--- src/verilog/uart_burst_pkg.sv ---
package uart_burst_pkg;

  localparam int NUM_CHAN = 8;
  localparam int CHAN_W = 3;
  localparam int ADDR_W = 12;
  localparam int BYTE_W = 8;
  localparam int LANES = 4;

  // per-channel layout: channel N owns a 0x200 slice starting at N*0x200
  localparam logic [ADDR_W-1:0] CHAN_STRIDE = 12'h200;
  localparam int CHAN_LSB = 9;
  localparam logic [8:0] LEGACY_OFS = 9'h000;
  localparam logic [8:0] DATA_WIN_OFS = 9'h100;
  localparam logic [8:0] DATA_WIN_LAST = 9'h13f;
  localparam logic [8:0] STAT_WIN_OFS = 9'h180;
  localparam logic [8:0] STAT_WIN_LAST = 9'h1ff;

  localparam int RX_FIFO_BYTES = 64;
  localparam int TX_BUF_DEPTH = 32;
  localparam int TX_BUF_WIDTH = CHAN_W + BYTE_W;

  // value returned for bytes read past the end of the receive data
  localparam logic [BYTE_W-1:0] EMPTY_READ_BYTE = 8'h00;
  localparam logic [31:0] RDATA_RESET = 32'h0000_0000;

  typedef enum logic [1:0] {
    REGION_NONE,
    REGION_LEGACY,
    REGION_DATA,
    REGION_STAT
  } region_t;

endpackage

--- src/verilog/uart_fifo_burst_data_port.sv ---
`timescale 1ns/10ps
// What this block does
// - decode 64-byte data window per channel
// - decode status-paired read window per channel
// - full receive FIFO readable in 16 dwords
// - plain read: oldest byte in lane 0
// - paired read: status, data, status, data
// - paired window drains FIFO in 32 dwords
// - transmit write enqueues lane 0 first
// - transmit windows at 0x100 plus 0x200 steps
// - 8 to 32 bit accesses, byte per lane
// - burst accesses up to 64 bytes accepted
// - legacy byte holding register per channel
// - one oscillator clock drives all logic

module tx_byte_fifo #(
  parameter int WIDTH = 11,
  parameter int DEPTH = 32
) (
  input wire logic ref_clk,
  input wire logic resetn,
  input wire logic in_valid,
  output logic in_ready,
  input wire logic [WIDTH-1:0] in_data,
  output logic out_valid,
  input wire logic out_ready,
  output logic [WIDTH-1:0] out_data
);
  localparam int PTR_W = $clog2(DEPTH);

  // pointers wrap by compare, so depth need not be a power of two
  function automatic logic [PTR_W-1:0] bump(input logic [PTR_W-1:0] ptr);
    if (ptr == PTR_W'(DEPTH - 1)) begin
      bump = '0;
    end else begin
      bump = ptr + 1'b1;
    end
  endfunction

  logic [WIDTH-1:0] mem [DEPTH];
  logic [WIDTH-1:0] next_mem [DEPTH];
  logic [PTR_W-1:0] wr_ptr;
  logic [PTR_W-1:0] next_wr_ptr;
  logic [PTR_W-1:0] rd_ptr;
  logic [PTR_W-1:0] next_rd_ptr;
  logic [PTR_W:0] count;
  logic [PTR_W:0] next_count;
  logic push;
  logic pop;

  assign in_ready = (count != (PTR_W+1)'(DEPTH));
  assign out_valid = (count != '0);
  assign out_data = mem[rd_ptr];
  assign push = in_valid && in_ready;
  assign pop = out_valid && out_ready;

  always_comb begin
    next_mem = mem;
    next_wr_ptr = wr_ptr;
    next_rd_ptr = rd_ptr;
    next_count = count;
    if (push) begin
      next_mem[wr_ptr] = in_data;
      next_wr_ptr = bump(wr_ptr);
    end
    if (pop) begin
      next_rd_ptr = bump(rd_ptr);
    end
    case ({push, pop})
      2'b10: next_count = count + 1'b1;
      2'b01: next_count = count - 1'b1;
      default: next_count = count;
    endcase
  end

  // storage itself needs no reset; pointers and count do
  always_ff @(posedge ref_clk) begin
    mem <= next_mem;
    if (!resetn) begin
      wr_ptr <= '0;
      rd_ptr <= '0;
      count <= '0;
    end else begin
      wr_ptr <= next_wr_ptr;
      rd_ptr <= next_rd_ptr;
      count <= next_count;
    end
  end
endmodule

module uart_fifo_burst_data_port
  import uart_burst_pkg::*;
(
  input wire logic ref_clk,
  input wire logic resetn,
  input wire logic host_req,
  input wire logic host_we,
  input wire logic [ADDR_W-1:0] host_addr,
  input wire logic [LANES-1:0] host_be,
  input wire logic [31:0] host_wdata,
  output logic host_ack,
  output logic [31:0] host_rdata,
  input wire logic [NUM_CHAN-1:0] rx_empty,
  input wire logic [NUM_CHAN*BYTE_W-1:0] rx_head_data,
  input wire logic [NUM_CHAN*BYTE_W-1:0] rx_head_status,
  output logic [NUM_CHAN-1:0] rx_pop,
  input wire logic [NUM_CHAN-1:0] tx_full,
  output logic tx_valid,
  input wire logic tx_ready,
  output logic [CHAN_W-1:0] tx_chan,
  output logic [BYTE_W-1:0] tx_data
);

  typedef enum logic [1:0] {
    ST_IDLE,
    ST_LANE,
    ST_POP_WAIT,
    ST_DONE
  } state_t;

  function automatic logic in_window(input logic [8:0] ofs,
                                     input logic [8:0] lo,
                                     input logic [8:0] hi);
    in_window = (ofs >= lo) && (ofs <= hi);
  endfunction

  function automatic region_t decode_region(input logic [ADDR_W-1:0] addr);
    logic [8:0] ofs;
    ofs = addr[8:0];
    if (ofs[8:2] == LEGACY_OFS[8:2]) begin
      decode_region = REGION_LEGACY;
    end else if (in_window(ofs, DATA_WIN_OFS, DATA_WIN_LAST)) begin
      decode_region = REGION_DATA;
    end else if (in_window(ofs, STAT_WIN_OFS, STAT_WIN_LAST)) begin
      decode_region = REGION_STAT;
    end else begin
      decode_region = REGION_NONE;
    end
  endfunction

  function automatic logic [BYTE_W-1:0] pick_byte(input logic [NUM_CHAN*BYTE_W-1:0] bus,
                                                  input logic [CHAN_W-1:0] chan);
    pick_byte = bus[chan*BYTE_W +: BYTE_W];
  endfunction

  function automatic logic [31:0] put_byte(input logic [31:0] word,
                                           input logic [1:0] lane_sel,
                                           input logic [BYTE_W-1:0] value);
    logic [31:0] merged;
    merged = word;
    merged[lane_sel*BYTE_W +: BYTE_W] = value;
    put_byte = merged;
  endfunction

  function automatic logic [BYTE_W-1:0] get_lane(input logic [31:0] word,
                                                 input logic [1:0] lane_sel);
    get_lane = word[lane_sel*BYTE_W +: BYTE_W];
  endfunction

  // all state below runs on the single oscillator-derived clock
  state_t state, next_state;
  logic [1:0] lane;
  logic [1:0] next_lane;
  logic req_we;
  logic next_req_we;
  region_t req_region;
  region_t next_req_region;
  logic [CHAN_W-1:0] req_chan;
  logic [CHAN_W-1:0] next_req_chan;
  logic [LANES-1:0] req_be;
  logic [LANES-1:0] next_req_be;
  logic [31:0] req_wdata;
  logic [31:0] next_req_wdata;
  logic [31:0] next_host_rdata;
  logic next_host_ack;
  logic [NUM_CHAN-1:0] next_rx_pop;
  logic next_tx_valid;
  logic [CHAN_W-1:0] next_tx_chan;
  logic [BYTE_W-1:0] next_tx_data;

  logic buf_in_valid;
  logic buf_in_ready;
  logic [TX_BUF_WIDTH-1:0] buf_in_data;
  logic buf_out_valid;
  logic buf_out_ready;
  logic [TX_BUF_WIDTH-1:0] buf_out_data;

  logic lane_on;
  logic advance;
  logic [BYTE_W-1:0] wr_byte;

  tx_byte_fifo #(
    .WIDTH(TX_BUF_WIDTH),
    .DEPTH(TX_BUF_DEPTH)
  ) tx_buf (
    .ref_clk(ref_clk),
    .resetn(resetn),
    .in_valid(buf_in_valid),
    .in_ready(buf_in_ready),
    .in_data(buf_in_data),
    .out_valid(buf_out_valid),
    .out_ready(buf_out_ready),
    .out_data(buf_out_data)
  );

  // legacy holding register is byte wide: only lane 0 counts
  assign lane_on = req_be[lane] && (req_region != REGION_LEGACY || lane == 2'd0);
  assign wr_byte = get_lane(req_wdata, lane);
  assign buf_in_data = {req_chan, wr_byte};

  always_comb begin
    next_state = state;
    next_lane = lane;
    next_req_we = req_we;
    next_req_region = req_region;
    next_req_chan = req_chan;
    next_req_be = req_be;
    next_req_wdata = req_wdata;
    next_host_rdata = host_rdata;
    next_host_ack = 1'b0;
    next_rx_pop = '0;
    buf_in_valid = 1'b0;
    advance = 1'b0;
    case (state)
      ST_IDLE: begin
        // each beat of a burst is simply the next request
        if (host_req && !host_ack) begin
          next_state = ST_LANE;
          next_lane = 2'd0;
          next_req_we = host_we;
          next_req_region = decode_region(host_addr);
          next_req_chan = host_addr[CHAN_LSB +: CHAN_W];
          next_req_be = host_be;
          next_req_wdata = host_wdata;
          next_host_rdata = RDATA_RESET;
        end
      end
      ST_LANE: begin
        // lanes walk 0..3 so the lowest enabled lane gets the oldest byte
        if (!lane_on || req_region == REGION_NONE) begin
          advance = 1'b1;
        end else if (req_we) begin
          if (req_region == REGION_STAT) begin
            advance = 1'b1;
          end else if (tx_full[req_chan]) begin
            advance = 1'b1;
          end else if (buf_in_ready) begin
            buf_in_valid = 1'b1;
            advance = 1'b1;
          end
          // buffer full: hold the lane and stall the host
        end else if (req_region == REGION_STAT && !lane[0]) begin
          // status lane reports the head entry but leaves it queued
          next_host_rdata = put_byte(next_host_rdata, lane,
            rx_empty[req_chan] ? EMPTY_READ_BYTE : pick_byte(rx_head_status, req_chan));
          advance = 1'b1;
        end else if (rx_empty[req_chan]) begin
          next_host_rdata = put_byte(next_host_rdata, lane, EMPTY_READ_BYTE);
          advance = 1'b1;
        end else begin
          next_host_rdata = put_byte(next_host_rdata, lane, pick_byte(rx_head_data, req_chan));
          next_rx_pop[req_chan] = 1'b1;
          next_state = ST_POP_WAIT;
        end
      end
      ST_POP_WAIT: begin
        // one spare cycle lets the channel present its new head
        advance = 1'b1;
      end
      ST_DONE: begin
        next_host_ack = 1'b1;
        next_state = ST_IDLE;
      end
      default: begin
        next_state = ST_IDLE;
      end
    endcase
    if (advance) begin
      if (lane == 2'd3) begin
        next_state = ST_DONE;
      end else begin
        next_state = ST_LANE;
        next_lane = lane + 1'b1;
      end
    end
  end

  // output stage keeps transmit outputs straight from flops
  always_comb begin
    buf_out_ready = !tx_valid || tx_ready;
    next_tx_valid = tx_valid;
    next_tx_chan = tx_chan;
    next_tx_data = tx_data;
    if (buf_out_ready) begin
      next_tx_valid = buf_out_valid;
      if (buf_out_valid) begin
        next_tx_chan = buf_out_data[TX_BUF_WIDTH-1 -: CHAN_W];
        next_tx_data = buf_out_data[BYTE_W-1:0];
      end
    end
  end

  always_ff @(posedge ref_clk) begin
    if (!resetn) begin
      state <= ST_IDLE;
      lane <= 2'd0;
      req_we <= 1'b0;
      req_region <= REGION_NONE;
      req_chan <= '0;
      req_be <= '0;
      req_wdata <= '0;
      host_rdata <= RDATA_RESET;
      host_ack <= 1'b0;
      rx_pop <= '0;
    end else begin
      state <= next_state;
      lane <= next_lane;
      req_we <= next_req_we;
      req_region <= next_req_region;
      req_chan <= next_req_chan;
      req_be <= next_req_be;
      req_wdata <= next_req_wdata;
      host_rdata <= next_host_rdata;
      host_ack <= next_host_ack;
      rx_pop <= next_rx_pop;
    end
  end

  // separate tx flops: a stalled host never blocks draining
  always_ff @(posedge ref_clk) begin
    if (!resetn) begin
      tx_valid <= 1'b0;
      tx_chan <= '0;
      tx_data <= '0;
    end else begin
      tx_valid <= next_tx_valid;
      tx_chan <= next_tx_chan;
      tx_data <= next_tx_data;
    end
  end

endmodule
--- config.mk ---
export PLATFORM = sky130hd
export DESIGN_NAME = uart_fifo_burst_data_port
export DESIGN_NICKNAME = d
export VERILOG_FILES = /design/src/verilog/uart_burst_pkg.sv /design/src/verilog/uart_fifo_burst_data_port.sv
export SDC_FILE = /design/constraint.sdc
export NUM_CORES = 1
export LEC_CHECK = 0
export BUFFER_PORTS_ARGS = -buffer_cell sky130_fd_sc_hd__buf_2
export CAP_MARGIN = 20
export CORE_UTILIZATION = 46
export CTS_CLUSTER_SIZE = 24
export DETAILED_ROUTE_END_ITERATION = 8
export PLACE_DENSITY = 0.76
export SETUP_SLACK_MARGIN = 0.15
export SLEW_MARGIN = 5
export SYNTH_ARGS = -nofsm -noshare
export SYNTH_HDL_FRONTEND = slang
export SYNTH_HIERARCHICAL = 1
export SYNTH_SLANG_ARGS = --single-unit
--- constraint.sdc ---
create_clock -name ref_clk -period 10 [get_ports ref_clk]
set_input_delay 2 -clock ref_clk [delete_from_list [all_inputs] [get_ports ref_clk]]
set_output_delay 2 -clock ref_clk [all_outputs]
set_load 0.01 [all_outputs]
==> results.yml <==
status:
  status: "finished, final reports clean"
global_route:
  gr-total-overflow: 0
  grt_pass1_wl_um: 77000
  first_global_vias: 12400
  grt_max_degree: 78
  antenna_found_initial: 5
  grt_use_total: 0.239
clock_network:
  clk_latency_ns: 0.57
  cts_inserted_buffers: 47
  cts_buffer_depth: 3
  cts_sinks: 467
  cts_root_buffer: "clkbuf_16"
  postCtsSetupRepairBufs: 0
  cts_resized: 0
  cts_tree: "yes"
  hold_buffers: 0
  cts_max_level: 2
  clk_pin_slew_ns: 0.06
power_and_ir_drop:
  total_power_mw: 4.92
  ir_worst_vdd_uv: 137
  leakagePower_nw: 7.90
  p_per_area_mw_per_mm2: 214
setup_path:
  critical-path-max-stage-delay_ns: 0.81
  required_ns: 10.49
  startpoint_type: "register"
  cp_slowest_cell: "dfxtp_2"
  worstSetupPathType: "register to register"
  critPathArrivalTime_ns: 5.24
  critPathMaxFanout: 43
  end_kind: "register"
  cp_cell_sequence: "buf_4 -> nand2b_1 -> o221ai_1 -> nor4b_1 -> and4_1 -> o31a_4 -> inv_2 -> ha_1 -> ha_1 -> nor4b_1 -> a311o_1 -> a311oi_1 -> mux2i_1"
final_layout:
  layout_common_cells: "edfxtp_1, buf_2, nand2_1, dfxtp_1, a21oi_1"
  drive_above_1_share: 0.291
  syn_to_final_growth_pct: 16.0
  final_common_cell: "edfxtp_1"
  fin_area_mm2: 0.0229
  nNetsFinal: 1767
  utilization: 0.544
  n_fill_cell: 3338
route:
  routed_wl_um: 52200
  route.vias.total: 12600
  antenna_left: 0
  drc: 0
  wl_per_cell_um: 24.5
  dr.pass1.iters: 5
  viasPerCell: 5.95
  first_iter_violations: 1080
logic_synthesis:
  yosys.cell_types.count: 76
  syn_area_mm2: 0.0198
  synth-simple-area-share: 0.0690
  syn_inst: 1318
  synth-edff-count: 352
  synth_top_family_by_area: "multiplexers"
  yosysSeqAreaShare: 0.651
  synth_compound_gate_area_share: 0.0954
  synth_nets: 1536
  synthXorXnorAreaFrac: 0.00133
  yosys.area_share.adder: 0.0137
  syn_avg_cell_area_um2: 15.0
  synth.area.mux_share: 0.144
  ys_seq_elements: 467
  ys_warn_count: 6
  async_reset_ff_frac: 0
  ys.flop_type: "edfxtp_1"
placed_design:
  gp_congestion: 0.938
  post-dp-hpwl_um: 35000
  io_buffers: 247
  place_area_mm2: 0.0214
sta:
  fin_skew_ns: 0.0259
  drv_slew: 0
  min_period_ns: 4.76
  rsz0062_at_grt: "false"
  relSlewSlack: 0.260
  max_freq_mhz: 210
  fin_crit_sh: 0.476
  tightest_slew_ns: 1.11
  hold_violations: 0
  setup_viol: 0
  fin_setup_tns_ns: 0
job:
  drv_cap: 0
floorplan:
  design.portCount: 250
  start_util: 0.469
  die_width_um: 209
  core_mm2: 0.0421
  num_rows: 75
  die_y_um: 209
  die-area_mm2: 0.0438
hold_path:
  hp-class: "register to register"
## worst paths after layout
path	slack, ns	start	cells after the start	endpoint
worst max-delay path	5.24	req_chan[0]$_SDFFE_PN0P_	13	tx_buf/count[5]$_SDFFE_PN0P_
worst min-delay path	0.45	req_wdata[26]$_SDFFE_PN0P_	2	req_wdata[26]$_SDFFE_PN0P_
worst max register to register	5.24	req_chan[0]$_SDFFE_PN0P_	13	tx_buf/count[5]$_SDFFE_PN0P_
worst min register to register	0.45	req_wdata[26]$_SDFFE_PN0P_	2	req_wdata[26]$_SDFFE_PN0P_
## flip-flops by register name, indices dropped and copies added, names as in the netlist, 2 cells and up
signal         count
tx_buf/mem       352
host_rdata        32
req_wdata         32
rx_pop             8
tx_data            8
tx_buf/count       6
tx_buf/rd_ptr      5
tx_buf/wr_ptr      5
req_be             4
req_chan           3
tx_chan            3
lane               2
req_region         2
state              2
## cell usage after synthesis, drive strengths merged (3+ instances only)
cell     count  area [um^2]
edfxtp     352        10600
nand2      135          507
dfxtp      115         2300
a21oi       87          435
mux4        85         1920
mux2i       77          771
nor2        59          221
clkbuf      42          158
buf         40          278
a22o        25          219
a22oi       22          165
nand3       22          110
ha          20          250
o2bb2ai     20          175
inv         17         63.8
o21ai       16         80.1
mux2        14          158
o221ai      14          123
nor2b       12         75.1
o22ai       12         75.1
a2111oi     11          159
a221oi      11         96.3
and2        10         62.6
nor3         8         40.0
a21boi       7         52.6
nand2b       7         43.8
a211oi       5         37.5
nand3b       5         37.5
or3          5         31.3
and3         4         25.0
o21a         4         30.0
or4          4         33.8
a211o        3         26.3
a21o         3         22.5
a311o        3         30.0
a31oi        3         18.8
nor4b        3         26.3
o31ai        3         36.3
or3b         3         26.3
## power by group
| part | leakage [nW] | internal (mW) | switching (mW) |
|---|---|---|---|
| clock | 0.759 | 1.04 | 0.730 |
| sequential | 4.17 | 2.21 | 0.0751 |
| combinational | 2.97 | 0.349 | 0.515 |
| total | 7.90 | 3.60 | 1.32 |
## final cells by class
| class | count | area (um^2) | area share |
|---|---|---|---|
| repair buffers | 264 | 1360 | 0.0594 |
| diodes | 2 | 5.00 | 0.000218 |
| clock inverters | 22 | 251 | 0.0110 |
| inverters | 18 | 67.6 | 0.00295 |
| flip-flops and latches | 467 | 12900 | 0.562 |
| well taps | 539 | 674 | 0.0294 |
| clock buffers | 64 | 1290 | 0.0562 |
| multi-input cells | 751 | 6400 | 0.279 |
## cells by family (layout without fill, tap and decap cells)
logic type	after synthesis	in the layout
AO/OA/AOI/OAI	260	260
flip-flops	467	467
multiplexers	176	176
XOR/XNOR	3	3
AND/OR/NAND/NOR	291	291
buffers and inverters	100	368
adder cells (fa/ha/maj)	21	21
other	0	2
## layer usage
layer,GRT usage,vias to the layer above,part of all wire
met4,0.126,2,0.056
met2,0.413,584,0.51
met5,0,-,0.00021
li1,-,5642,-
met3,0.0404,110,0.068
met1,0.288,6309,0.37
## through the flow
stage / std cells / setup slack, ns / hold WS [ns]
floorplan: 1318 / 5.42 / 0.433
global placement: 2034 / 4.89 / 0.441
detailed placement: 2034 / 4.87 / 0.441
CTS: 2120 / 5.16 / 0.452
global route: 2125 / 4.88 / 0.470
finish: 2127 / 5.24 / 0.454
## critical path, delay by kind of cell, from the launching register on
family          cells  cell delay [ns]
compound gates      4             1.10
fa+ha+maj           2             0.74
buf+inv             2             0.66
flops               1             0.81
mux                 1             0.21
simple gates        4             1.12
(Power assumes the default switching activity.)
